==> src/hdl/amp_port_cfg.svh <==
// Constants for the amplifier serial control port.
// Assumes inclusion by bare name from the package and design files.
`ifndef AMP_PORT_CFG_SVH
`define AMP_PORT_CFG_SVH
`define WORD_BITS        8
`define CNT_W            4
`define MODE_LSB         0
`define MODE_MSB         2
`define VOL_LSB          3
`define VOL_MSB          7
`define MODE_SPKR_BIT    0
`define MODE_PHONE_BIT   1
`define MODE_LINE_BIT    2
`define WORD_RESET       8'h00
`define LINE_GAIN_MIN_HDB 16'shffbb
`define PHONE_OFFSET_HDB  16'sh000c
`define GAIN_STEP_HDB     16'sh0003
`define SPKR_GAIN_HDB     16'sh0018
`endif

==> src/hdl/amp_port_pkg.sv <==
// Types shared by the amplifier serial control port.
// Assumes amp_port_cfg.svh is on the include path.
`include "amp_port_cfg.svh"
package amp_port_pkg;
  // Serial pins after synchronisation
  typedef struct packed {
    logic sclk;
    logic sdata;
    logic serial_enable;
  } serial_pins_t;

  // Decoded output routing
  typedef struct packed {
    logic        output_shutdown_spkr;
    logic        spkr_mute;
    logic        spkr_phone_on;
    logic        output_shutdown_hs;
    logic        hs_phone_on;
    logic        hs_line_on;
    logic [15:0] phone_headset_gain;
    logic [15:0] line_input_gain;
    logic [15:0] spkr_gain;
  } route_t;

  typedef enum logic [1:0] {
    ST_IDLE = 2'b00,
    ST_SHIFT = 2'b01,
    ST_FULL = 2'b10
  } port_state_t;
endpackage

==> src/hdl/amp_route_decode.sv <==
// Decoder from latched control word to output routing and gains.
// Assumes a stable latched word from the serial port core.
`include "amp_port_cfg.svh"
module amp_route_decode (
  input  wire logic [7:0]            word_i,  // Latched control word
  output amp_port_pkg::route_t       route_o  // Routing and gains
);
  import amp_port_pkg::*;

  logic [2:0]        mode;
  logic [4:0]        vol;
  logic signed [15:0] line_gain;

  assign mode = word_i[`MODE_MSB:`MODE_LSB];
  assign vol  = word_i[`VOL_MSB:`VOL_LSB];
  // Half-dB units avoid fractions; code 0 is the floor
  assign line_gain = 16'(`LINE_GAIN_MIN_HDB + 16'({11'h000, vol}) * `GAIN_STEP_HDB);

  // Mode bits map straight onto path enables
  always_comb begin
    route_o.output_shutdown_spkr = (mode == 3'h0);
    route_o.spkr_phone_on = mode[`MODE_SPKR_BIT];
    route_o.spkr_mute = (mode != 3'h0) && !mode[`MODE_SPKR_BIT];
    route_o.hs_phone_on = mode[`MODE_PHONE_BIT];
    route_o.hs_line_on = mode[`MODE_LINE_BIT];
    route_o.output_shutdown_hs = !mode[`MODE_PHONE_BIT] && !mode[`MODE_LINE_BIT];
    route_o.line_input_gain = line_gain;
    route_o.phone_headset_gain = 16'(line_gain - `PHONE_OFFSET_HDB);
    route_o.spkr_gain = `SPKR_GAIN_HDB;
  end
endmodule

==> src/hdl/amp_serial_port.sv <==
// Serial control port: eight-bit word in, routing and gains out.
// Assumes serial pins are asynchronous to clk_i and sclk is well below clk_i/4.
//
// Functional notes
// - Transfer is one eight-bit word shifted
// - Sample data on rising serial clock
// - Enable active high gates transfers
// - Latch only after all eight bits
// - Ignore clocks after eighth until end
// - Extra bits beyond eight are discarded
// - Bits 0..2 select output mode
// - Bits 3..7 form volume code
// - Mode zero shuts down every output
// - Bit0 speaker phone path else mute, except mode zero which shuts down
// - Bit1 phone to headset; shutdown if bits 1 and 2 both clear
// - Bit2 adds line inputs to headset
// - Line gain -34.5 dB, 1.5 dB steps
// - Phone gain six dB below line
// - Speaker gain fixed at 12 dB
`include "amp_port_cfg.svh"
module amp_serial_port (
  input  wire logic                 clk_i,           // System clock 100 MHz
  input  wire logic                 arst_n_i,        // Async reset, active low
  input  wire logic                 sclk_i,          // Serial clock pin
  input  wire logic                 sdata_i,         // Serial data pin
  input  wire logic                 serial_enable_i, // Serial enable pin, active high
  output logic [7:0]                word_o,          // Latched control word
  output amp_port_pkg::route_t      route_o,         // Decoded routing and gains
  output logic                      busy_o           // Transfer in progress
);
  import amp_port_pkg::*;

  ////////////////////////////////////////////////////////////////////////
  // Pin synchronisers
  serial_pins_t  sync1;
  serial_pins_t  pins;
  logic          sclk_prev;
  logic          en_prev;
  logic          sclk_rise;
  logic          en_fall;

  // Two flops per pin; only the second stage is read
  always_ff @(posedge clk_i or negedge arst_n_i) begin
    if (!arst_n_i) begin
      sync1 <= '0;
      pins  <= '0;
    end else begin
      sync1 <= '{sclk: sclk_i, sdata: sdata_i, serial_enable: serial_enable_i};
      pins  <= sync1;
    end
  end

  // Edge history for serial clock and enable
  always_ff @(posedge clk_i or negedge arst_n_i) begin
    if (!arst_n_i) begin
      sclk_prev <= 1'b0;
      en_prev   <= 1'b0;
    end else begin
      sclk_prev <= pins.sclk;
      en_prev   <= pins.serial_enable;
    end
  end

  assign sclk_rise = pins.sclk && !sclk_prev;
  assign en_fall   = en_prev && !pins.serial_enable;

  ////////////////////////////////////////////////////////////////////////
  // Transfer state
  port_state_t       state;
  port_state_t       next_state;
  logic [`CNT_W-1:0] bit_cnt;
  logic [7:0]        shift;

  // Data sits stable around the rising edge, so sampling the synced
  // copy together with the synced clock keeps them aligned
  always_comb begin
    next_state = state;
    unique case (state)
      ST_IDLE: begin
        if (pins.serial_enable) begin
          next_state = ST_SHIFT;
        end
      end
      ST_SHIFT: begin
        if (!pins.serial_enable) begin
          next_state = ST_IDLE;
        end else if (sclk_rise && bit_cnt == 4'(`WORD_BITS - 1)) begin
          next_state = ST_FULL;
        end
      end
      ST_FULL: begin
        if (!pins.serial_enable) begin
          next_state = ST_IDLE;
        end
      end
      default: next_state = ST_IDLE;
    endcase
  end

  always_ff @(posedge clk_i or negedge arst_n_i) begin
    if (!arst_n_i) begin
      state <= ST_IDLE;
    end else begin
      state <= next_state;
    end
  end

  // Bit counter; held at zero while enable is low
  always_ff @(posedge clk_i or negedge arst_n_i) begin
    if (!arst_n_i) begin
      bit_cnt <= '0;
    end else if (!pins.serial_enable) begin
      bit_cnt <= '0;
    end else if (state == ST_SHIFT && sclk_rise) begin
      bit_cnt <= bit_cnt + 4'h1;
    end
  end

  // LSB first: each bit enters at the top and walks down
  always_ff @(posedge clk_i or negedge arst_n_i) begin
    if (!arst_n_i) begin
      shift <= `WORD_RESET;
    end else if (state == ST_SHIFT && pins.serial_enable && sclk_rise) begin
      shift <= {pins.sdata, shift[7:1]};
    end
  end

  ////////////////////////////////////////////////////////////////////////
  // Word latch
  // Only a full word survives the enable fall; partial words are
  // dropped so a glitchy host cannot half-change the gains
  always_ff @(posedge clk_i or negedge arst_n_i) begin
    if (!arst_n_i) begin
      word_o <= `WORD_RESET;
    end else if (en_fall && state == ST_FULL) begin
      word_o <= shift;
    end
  end

  assign busy_o = (state != ST_IDLE);

  ////////////////////////////////////////////////////////////////////////
  // Routing decode
  amp_route_decode u_decode (
    .word_i  (word_o),
    .route_o (route_o)
  );
endmodule

==> config.mk <==
export PLATFORM = sky130hd
export DESIGN_NAME = amp_serial_port
export DESIGN_NICKNAME = d
export VERILOG_FILES = /design/src/hdl/amp_port_pkg.sv /design/src/hdl/amp_route_decode.sv /design/src/hdl/amp_serial_port.sv
export VERILOG_INCLUDE_DIRS = /design/src /design/src/hdl
export SDC_FILE = /design/constraint.sdc
export NUM_CORES = 1
export LEC_CHECK = 0
export ABC_AREA = 1
export BUFFER_PORTS_ARGS = -buffer_cell sky130_fd_sc_hd__buf_2
export CAP_MARGIN = 10
export CORE_UTILIZATION = 35
export CTS_CLUSTER_DIAMETER = 150
export DETAILED_ROUTE_END_ITERATION = 10
export PLACE_DENSITY = 0.65
export SETUP_SLACK_MARGIN = 0.1
export SLEW_MARGIN = 10
export SYNTH_ARGS = -nofsm -noshare
export SYNTH_HDL_FRONTEND = slang
export SYNTH_SLANG_ARGS = --single-unit
==> constraint.sdc <==
create_clock -name clk_i -period 2.7 [get_ports clk_i]
set_input_delay 0.135 -clock clk_i [delete_from_list [all_inputs] [get_ports clk_i]]
set_output_delay 0.135 -clock clk_i [all_outputs]
set_load 0.01 [all_outputs]
=== Word level (Yosys, flattened, before mapping) ===
Index checks and enable logic that the tools add are counted.

* Logic and storage cells: 49
* Register bits after elaboration: 30
* Input port bits: 5

* Mux-type cells: 7
* Multipliers: 1
* Equality and inequality tests: 7
* Reduce and logical (&&, ||, !) cells: 19
* Add/sub/neg operators: 3

{| class="wikitable"
|+ Operators with widths
! operator !! count
|-
| $sub 16x5->16 const B || 1
|-
| $add 8x8->9 const A || 1
|-
| $logic_and 1x1->1 || 9
|-
| $mux 2 || 4
|-
| $mux 4 || 2
|-
| $mul 5x2->7 const B || 1
|-
| $pmux 2 s3 || 1
|-
| $logic_not 1->1 || 5
|-
| $add 4x1->4 const B || 1
|-
| $eq 4x3->1 const B || 1
|-
| $ne 2x2->1 const B || 2
|-
| $logic_not 3->1 || 1
|-
| $ne 3x3->1 const B || 1
|-
| $reduce_and 3->1 || 1
|-
| $reduce_bool 3->1 || 1
|-
| $eq 2x1->1 const B || 1
|-
| $eq 2x2->1 const B || 1
|-
| $logic_not 2->1 || 1
|-
| $ne 2x1->1 const B || 1
|-
| $reduce_bool 2->1 || 1
|}

=== Longest topological paths before layout ===
Gate-level depths: netlist of the first run.

* Word-level depth: 6
* Mapped depth: 13
* Mapped depth without buffers: 13

=== Cells and area by module ===
A second synthesis of the first run with hierarchy kept.

* Cell total of the unflattened synthesis: 246
* Area total of the unflattened synthesis: 1975.6 um^2

{| class="wikitable"
|+ Modules (own cells, without submodules)
! module !! area each (um^2) !! cells an instance !! times used
|-
| amp_serial_port || 1197.4 || 110 || 1
|-
| amp_route_decode || 778.2 || 136 || 1
|}

=== Worst setup path before layout of the first run ===
Ideal clock, no wire load.

* Kind: register -> output
* Start: reg word_o[3]
* End: out route_o[46] (netlist bit)
* Arrival: 2323 ps
* Required time: 2565 ps
* Stages on the path, launching flop included: 13
* Setup slack: 242 ps
* Buffers on the path: 1
* Cells stage by stage: dfrtp_1 -> ha_1 -> fa_1 -> inv_1 -> nand2_1 -> nand2_4 -> o21ai_0 -> and2_1 -> ha_1 -> nor2_2 -> nand2_2 -> nand2_1 -> buf_4

{| class="wikitable"
|+ RTL lines
! item !! RTL line !! RTL
|-
| start, declared || amp_serial_port.sv:27 || <nowiki>output logic [7:0] word_o,</nowiki>
|-
| start signal, assigned || amp_serial_port.sv:134 || <nowiki>word_o <= `WORD_RESET;</nowiki>
|-
| start signal, assigned || amp_serial_port.sv:136 || <nowiki>word_o <= shift;</nowiki>
|-
| end, declared || amp_serial_port.sv:28 || <nowiki>output amp_port_pkg::route_t route_o,</nowiki>
|}

==> qor.yml, run 1 <==
die_x_um: 76.8
grt_pass1_wl_um: 5890
status: "complete, no violations"
rsz0062_at_grt: "yes"
synth_compound_area_share_pct: 6.83
synth.avg_cell_area_um2: 8.16
synth_cells: 240
dr.pass1.iters: 4
grt-ovfl-total: 0
synthXorXnorAreaFrac_pct: 0.894
grt_pass1_vias: 1400
cp_data_required_time_ns: 2.57
total_power_uw: 896
synth_enable_flop_cells: 0
start_util_pct: 37.4
clkSlewWorstSetupHoldPaths_ns: 0.06
place_ws_ns: 0.161
ant_nets: 0
finalSetupViolations: 0
cts_buffers: 5
clk_path_buf_depth: 2
drive_gt1_share_pct: 37.8
io_buffers: 51
grt_busiest_layer: "met2"
ios: 68
clk_latency_ns: 0.28
die_h_um: 76.8
wirelength_um: 3370
synth_common_cells: "nand2_1, dfrtp_1, buf_4"
use_met3_pct: 3.33
vias_per_cell: 4.21
power.leakage_uw: 0.00119
synth_simple_gate_area_share_pct: 29.6
drv_cap: 0
htreeDepth: 2
min_period_ns: 2.55
endpoint_kind: "primary output"
yosys_warnings: 0
tightest_slew_ns: 0.650
ys_top_cells_by_area: "dfrtp_1, buf_4, nand2_1"
grt_start_max_net_pins: 31
synth_fa_ha_area_share_pct: 6.13
yosys.area.top_type: "dfrtp_1"
fmax_mhz: 392
cts.sinks: 30
antenna_found_initial: 0
drt-initial-drc-count: 50
dominantRegCellSynth: "dfrtp_1"
root_buffer: "clkbuf_8"
max-slew-margin-rel_pct: 56.7
worstPathArrival_ns: 2.42
synth_top_family_by_area: "simple AND/OR/NAND/NOR gates"
power-per-cell-area_nw_per_um2: 382
clock_skew_ns: 0.00312
final-hold-violation-count: 0
finalCritPeriodShare_pct: 94.6
rows: 26
synth_seq_cells: 30
path_max_fanout: 5
die_area_um2: 5900
synth_seq_area_share_pct: 38.3
cts_tree: "done"
hold_class: "register to register"
track_usage_pct: 12.4
finalMaxSlewViolations: 0
dpl.hpwl_um: 2530
areaGrowthSynthToFinish_pct: 19.8
gr-usage-met2_pct: 21.5
drcViolationCount: 0
synthMuxAreaShare_pct: 0
synth_top_area_share_pct: 38.3
fin_nets: 305
netlist_area_um2: 1960
n_antenna_cell: 0
gp_congestion: 0.747
yosysMostFrequentCell: "nand2_1"
grtUsageMet1_pct: 14.5
start_kind: "register"
setup_tns_ns: 0
async_flop_share_pct: 100
irDropWorstVdd_v: 0.000309
synth_cell_types: 31
drt-wirelength-per-cell_um: 9.32
layout_setup_ws_ns: 0.147
crit_type: "register to primary output"
core-area_um2: 5240
vias: 1520
## cell families (layout without fill, tap and decap cells)
logic type,count (synthesis),after routing
flops,30,30
simple gates,110,110
fa+ha+maj,9,9
xor+xnor,2,2
other cells,2,16
compound gates,25,25
buf+inv,62,99
## worst max-delay path: stages, from the launching register on
cell and delay, ns:
dfrtp_2 0.43, buf_6 0.14, fa_2 0.56, inv_2 0.05
nor2_4 0.09, nand2_2 0.06, and2_4 0.14, ha_4 0.16
nand3b_1 0.16, nor2_1 0.12, nand2_1 0.06, nand2_1 0.05
buf_2 0.12
## what timing repair did
item | CTS | global route
cloned | 0 | 0
pin swaps | 3 | 2
hold buffers | 4 | 0
buffers inserted | 3 | 2
endpoints found under the hold margin | 33 | 0
gates resized for setup | 7 | 11
setup endpoints to repair | 6 | 6
## placed cells by master, fill, tap and decap left out, types with 2 or more instances in the layout
cell type / n
nand2_1: 49
nor2_1: 9
nor2_4: 5
o21ai_1: 2
a21oi_1: 4
nand3_1: 14
clkbuf_1: 2
o21ai_0: 15
nand3_2: 3
ha_4: 2
dfrtp_1: 28
inv_1: 23
or2_2: 2
buf_2: 51
nand2_4: 5
and3_1: 2
nor2_2: 6
buf_4: 5
ha_1: 5
dlygate4sd3_1: 4
nor3_1: 3
inv_2: 8
dfrtp_2: 2
clkbuf_8: 5
nand2_2: 9
conb_1: 16
## power breakdown
part	leakage [µW]	switching [µW]	internal, µW	total (µW)
Clock	0.0000383	152	177	329
Sequential	0.000390	18.3	482	500
Combinational	0.000764	45.0	22.2	67.2
## path summary, 6_finish.rpt
path / startpoint / end / slack (ns) / cells after the start
max in group asynchronous: arst_n_i / word_o[7] / 1.82 / 2
min in group asynchronous: arst_n_i / pins[2] / 0.42 / 2
min: sync1[2] / pins[2] / 0.35 / 0
min reg2reg: sync1[2] / pins[2] / 0.35 / 0
max: word_o[4] / route_o[38] / 0.15 / 12
max reg2reg: state[1] / word_o[2] / 1.28 / 4
## cell type report
cell class | count | area [µm²]
fillers | 543 | 2890
multi-input cells | 162 | 970
flip-flops and latches | 30 | 753
repair buffers | 61 | 344
inverters | 31 | 116
well taps | 70 | 87.6
clock buffers | 7 | 76.3
## registers in the layout, summed over array words and instances (netlist names)
| signal | flops |
|---|---|
| word_o | 8 |
| sync1 | 3 |
| bit_cnt | 4 |
| state | 2 |
| en_prev | 1 |
| pins | 3 |
| shift | 8 |
| sclk_prev | 1 |
## per-layer routing
metal	vias to the layer above	share of wire, %
li1	813	-
met1	648	46
met2	51	46
met3	8	5.6
met4	0	1.7
met5	-	0
## through the flow
step           hold WS, ns  cells  instance area, µm²  utilization, %
2_1_floorplan       -0.161    254                2010               -
3_3_place_gp         0.200    345                2130            40.7
3_5_place_dp         0.210    345                2130            40.7
4_1_cts              0.348    359                2280            43.6
5_1_grt              0.354    361                2350            44.8
6_report             0.347    361                2350            44.8
Power figures use the tool's default switching activity.
==> inputs of run 2 (changes only) <==
--- a/config.mk
+++ b/config.mk
@@ -10,6 +10,7 @@
 export BUFFER_PORTS_ARGS = -buffer_cell sky130_fd_sc_hd__buf_2
 export CAP_MARGIN = 10
 export CORE_UTILIZATION = 35
+export CTS_BUF_LIST = sky130_fd_sc_hd__clkbuf_2 sky130_fd_sc_hd__clkbuf_4 sky130_fd_sc_hd__clkbuf_8
 export CTS_CLUSTER_DIAMETER = 150
 export DETAILED_ROUTE_END_ITERATION = 10
 export PLACE_DENSITY = 0.65
==> constraint.sdc (replaced) <==
create_clock -name clk_i -period 2.5 [get_ports clk_i]
set_input_delay 0.125 -clock clk_i [delete_from_list [all_inputs] [get_ports clk_i]]
set_output_delay 0.125 -clock clk_i [all_outputs]
set_load 0.01 [all_outputs]
==> qor.yml, run 2 (synthesized netlist as in run 1, its figures left out) <==
dpl.hpwl_um: 2440  # -3.7%
cts_tree: "done"
ant_nets: 0  # unchanged
die_area_um2: 5900  # unchanged
finalMaxSlewViolations: 0  # unchanged
pwr-share-seq_pct: 55.0  # -0.8 points
vias_per_cell: 4.25  # +0.92%
hold_start: "sync1[1]"
setup_tns_ns: -0.864  # -0.864 ns
areaGrowthSynthToFinish_pct: 22.6
fill_cells: 527  # -2.9%
sw_frac_of_total_pct: 23.1  # -0.92 points
crit_type: "register to primary output"
clkSlewWorstSetupHoldPaths_ns: 0.06  # about the same
cts.sinks: 30  # unchanged
clk_path_buf_depth: 2  # unchanged
fmax_mhz: 379
cp_data_required_time_ns: 2.38  # -0.19 ns
min_period_ns: 2.64
power-per-cell-area_nw_per_um2: 410  # +7.3%
r2r_start: "state[1]"
hold-path-endpoint: "pins[1]"
pwr-share-comb_pct: 7.1  # -0.4 points
drive_gt1_share_pct: 39.7  # +1.9 points
start_util_pct: 37.4  # unchanged
layout_commonest_cell: "buf_2"
core-area_um2: 5240  # unchanged
finalSetupViolations: 8  # +8
drv_cap: 0  # unchanged
root_buffer: "clkbuf_8"
rsz0062_at_grt: "yes"
gp_congestion: 0.715  # -4.3%
endpoint_kind: "primary output"
status: "finished with violations"
tightest_slew_ns: 0.639  # -0.0103 ns
clock_skew_ns: 0.00473  # +0.00162 ns
layout_setup_ws_ns: -0.137  # -0.284 ns
hold_depth: 0  # unchanged
die_h_um: 76.8  # unchanged
path_max_fanout: 5  # unchanged
htreeDepth: 2  # unchanged
finalCritPeriodShare_pct: 105
drt-wirelength-per-cell_um: 9.22  # -1.1%
cts_buffers: 5  # unchanged
drcViolationCount: 0  # unchanged
dr.pass1.iters: 4  # unchanged
die_x_um: 76.8  # unchanged
intPower_uw: 757  # +11%
n_antenna_cell: 0  # unchanged
rr_worst_depth: 4  # unchanged
grt-ovfl-total: 0  # unchanged
max-slew-margin-rel_pct: 57.4  # +0.69 points
mostFrequentLayoutCells: "buf_2, nand2_1, dfrtp_1, inv_1, conb_1"
grt_pass1_vias: 1384  # -1.1%
instances_no_fill: 365  # +1.1%
clk_latency_ns: 0.28  # about the same
ios: 68  # unchanged
wirelength_um: 3360  # about the same
irDropWorstVdd_v: 0.000336  # +8.7%
grt_pass1_wl_um: 5690  # -3.5%
rows: 26  # unchanged
antenna_found_initial: 0  # unchanged
rr_endpoint: "word_o[1]"
power.leakage_uw: 0.00121  # +1.6%
vias: 1551  # +2.0%
r2r_setup_slack_ns: 1.09  # -0.19 ns
final-hold-violation-count: 0  # unchanged
p_switching_uw: 227  # +5.7%
worstPathArrival_ns: 2.51  # +0.09 ns
hold_class: "register to register"
reg.largest.list: "shift: 8 flops, word_o: 8 flops, bit_cnt: 4 flops"
grt_start_max_net_pins: 31  # unchanged
place_ws_ns: 0.0463  # -0.115 ns
fin_nets: 309  # +1.3%
violations: "setup timing"
io_buffers: 51  # unchanged
track_usage_pct: 11.9  # -0.51 points
clkPwrFrac_pct: 37.9  # +1.2 points
start_kind: "register"
dp_cells: 345  # unchanged
drt-initial-drc-count: 26  # -48%
run 2: cell count changes in the layout (fill, tap and decap cells not counted), moves of 2 or more:
cell / before / now
clkbuf_1: 2 / 0
nand2_1: 49 / 47
clkbuf_4: 0 / 2
buf_2: 51 / 49
buf_6: 1 / 4
nand2_2: 9 / 12
buf_4: 5 / 8
run 2: area by class of cell:
type | count | area, µm² | area share (%)
clock buffer | 7 | 83.8 | 3.49
multi-input combinational | 162 | 971 | 40.4
timing repair buffer | 65 | 390 | 16.3
sequential | 30 | 753 | 31.4
inverter | 31 | 116 | 4.84
tap | 70 | 87.6 | 3.65
run 2: layer usage:
layer | routed length, µm | track usage [%]
met5 | 0 | 0
met4 | 45 | 4.04
met2 | 1620 | 20.6
met1 | 1510 | 13.8
met3 | 193 | 3.69
run 2: worst max-delay path by stage:
stage               startpoint          end  slack [ns]
detailed placement   word_o[4]  route_o[38]        0.05
finish               word_o[4]  route_o[37]       -0.14
floorplan            word_o[3]  route_o[46]        0.11
global placement     word_o[4]  route_o[38]        0.09
global route         word_o[4]  route_o[38]       -0.23
CTS                  word_o[4]  route_o[38]       -0.05
run 2: power by group through the flow:
stage	clock (µW)	sequential [µW]	combinational, µW
after global routing	406	545	81.7
final	373	541	70.3
after floorplan	0	545	66.2
after global placement	0	548	65.8
after detailed placement	0	550	66.6
after CTS	385	541	72.1
run 2: critical path: stages (launching register included):
cell,delay (ns)
dfrtp_2,0.43
ha_4,0.17
fa_2,0.52
inv_2,0.06
nor2_4,0.11
nand2_2,0.06
buf_4,0.13
buf_6,0.10
buf_4,0.12
nand3_2,0.06
nand3_2,0.11
nor2_4,0.13
inv_2,0.07
nand2_2,0.08
buf_6,0.10
run 2: metrics by stage:
stage	instance area [µm²]	power [µW]	hold WS, ns	util, %
after CTS	2340	998	0.353	44.7
after global routing	2400	1030	0.358	45.9
after floorplan	2020	611	-0.171	-
after global placement	2140	614	0.189	40.8
final	2400	984	0.347	45.9
after detailed placement	2140	616	0.200	40.8
run 2: what timing repair did:
item                                    CTS  global route
endpoints found under the hold margin    33             0
pin swaps                                 8             5
setup buffers                             7             2
gates resized for setup                   7            11
endpoints found under the setup margin   13            13
hold buffers                              4             0
==> inputs of run 3 (changes only) <==
--- a/config.mk
+++ b/config.mk
@@ -15,6 +15,7 @@
 export DETAILED_ROUTE_END_ITERATION = 10
 export PLACE_DENSITY = 0.65
 export SETUP_SLACK_MARGIN = 0.1
+export SKIP_CTS_REPAIR_TIMING = 1
 export SLEW_MARGIN = 10
 export SYNTH_ARGS = -nofsm -noshare
 export SYNTH_HDL_FRONTEND = slang
==> qor.yml, run 3 (synthesized netlist as in run 1, its figures left out) <==
areaGrowthSynthToFinish_pct: 23.1
p_switching_uw: 227  # about the same
core-area_um2: 5240  # unchanged
start_kind: "register"
finalMaxSlewViolations: 0  # unchanged
grt_pass1_wl_um: 5510  # -3.1%
ant_nets: 0  # unchanged
crit_type: "register to primary output"
drv_cap: 0  # unchanged
place_ws_ns: 0.0463  # unchanged
mostFrequentLayoutCells: "buf_2, nand2_1, dfrtp_1, inv_1, conb_1"
grt-ovfl-total: 0  # unchanged
min_period_ns: 2.61  # -0.0245 ns
max-slew-margin-rel_pct: 57.4  # about the same
die_h_um: 76.8  # unchanged
die_area_um2: 5900  # unchanged
reg.largest.list: "shift: 8 flops, word_o: 8 flops, bit_cnt: 4 flops"
post_dp_cell_area_um2: 2140  # unchanged
vias: 1572  # +1.4%
pwr-share-seq_pct: 55.0  # about the same
worstPathArrival_ns: 2.49  # -0.02 ns
tightest_slew_ns: 0.639  # -0.000355 ns
intPower_uw: 757  # about the same
cts_tree: "done"
layout_commonest_cell: "buf_2"
rsz0062_at_grt: "yes"
clk_latency_ns: 0.28  # about the same
vias_per_cell: 4.32  # +1.6%
sw_frac_of_total_pct: 23.1  # about the same
layout_setup_ws_ns: -0.113  # +0.0245 ns
htreeDepth: 2  # unchanged
final-hold-violation-count: 0  # unchanged
wirelength_um: 3340  # -0.65%
drt-initial-drc-count: 30  # +15%
cp_cell_sequence: "ha_4, fa_2, inv_4, nor2_4, nand2_2, and2_4, ha_4, buf_4, nor2_4, nand2_2, nand2_1, nand2_1, buf_2"
use_met3_pct: 3.69  # unchanged
clkPwrFrac_pct: 37.9  # about the same
cp_data_required_time_ns: 2.38  # about the same
grt_busiest_layer: "met2"
dpl.hpwl_um: 2440  # unchanged
fmax_mhz: 383  # +0.94%
status: "finished with violations"
fin_nets: 308  # -0.32%
grt_start_max_net_pins: 31  # unchanged
clkSlewWorstSetupHoldPaths_ns: 0.06  # about the same
power-per-cell-area_nw_per_um2: 408  # -0.43%
irDropWorstVdd_v: 0.000336  # about the same
cts_buffers: 5  # unchanged
drcViolationCount: 0  # unchanged
path_buf_inv: 3  # -3
start_util_pct: 37.4  # unchanged
antenna_found_initial: 0  # unchanged
violations: "setup timing"
endpoint_kind: "primary output"
gp_congestion: 0.715  # unchanged
cp_slowest_cell: "fa_2"
drive_gt1_share_pct: 39.8  # +0.13 points
max_stage_delay_ns: 0.55  # +0.03 ns
hold_class: "register to register"
path_max_fanout: 6  # +1
cts.sinks: 30  # unchanged
die_x_um: 76.8  # unchanged
clock_skew_ns: 0.00475  # +0.0000157 ns
io_buffers: 51  # unchanged
clk_path_buf_depth: 2  # unchanged
finalCritPeriodShare_pct: 105  # -0.98 points
grt_pass1_vias: 1320  # -4.6%
track_usage_pct: 11.6  # -0.33 points
rows: 26  # unchanged
drt-wirelength-per-cell_um: 9.18  # -0.38%
power.leakage_uw: 0.00123  # +1.6%
critPathTopFamily: "adder cells"
dr.pass1.iters: 4  # unchanged
n_antenna_cell: 0  # unchanged
design_area_um2: 2410  # +0.42%
pwr-share-comb_pct: 7.1  # about the same
ios: 68  # unchanged
grtUsageMet1_pct: 13.5  # -0.30 points
finalSetupViolations: 11  # +3
gr-usage-met2_pct: 19.8  # -0.80 points
root_buffer: "clkbuf_8"
## run 3: changes by cell type in the layout (fill, tap and decap cells not counted), sizes merged
cell  delta
buf      -1
## run 3: final cells by class
class / count / area, µm²
multi-input cells: 162 / 992
inverters: 31 / 119
well taps: 70 / 87.6
clock buffers: 7 / 83.8
repair buffers: 64 / 377
fillers: 525 / 2830
flip-flops and latches: 30 / 753
## run 3: power by group through the flow
stage	Combinational [µW]	Clock [µW]	Sequential, µW
after detailed placement	66.6	0	550
after global routing	81.7	406	545
after global placement	65.8	0	548
after floorplan	66.2	0	545
final	70.2	373	541
after CTS	67.4	385	541
## run 3: path summary, 6_finish.rpt
check,from,to,slack (ns),cells past startpoint
hold reg to reg,sync1[1],pins[1],0.35,0
setup reg to reg,state[1],word_o[1],1.09,4
hold / removal,sync1[1],pins[1],0.35,0
setup / recovery,word_o[4],route_o[38],-0.11,13
min in group asynchronous,arst_n_i,bit_cnt[3],0.41,2
max in group asynchronous,arst_n_i,word_o[4],1.64,2
## run 3: per-stage QoR
step | util, % | TNS (ns) | hold WS [ns] | power (µW) | cells
2_1_floorplan | - | 0 | -0.171 | 611 | 254
3_3_place_gp | 40.8 | 0 | 0.189 | 614 | 345
3_5_place_dp | 40.8 | 0 | 0.200 | 616 | 345
4_1_cts | 42.4 | -0.961 | -0.103 | 993 | 352
5_1_grt | 46.1 | -2.19 | 0.358 | 1030 | 364
6_report | 46.1 | -0.792 | 0.347 | 984 | 364
## run 3: per-layer routing
layer,routed length [µm],vias up
met5,0,-
met2,1610,53
met1,1500,699
met4,45,0
met3,193,6
li1,-,814
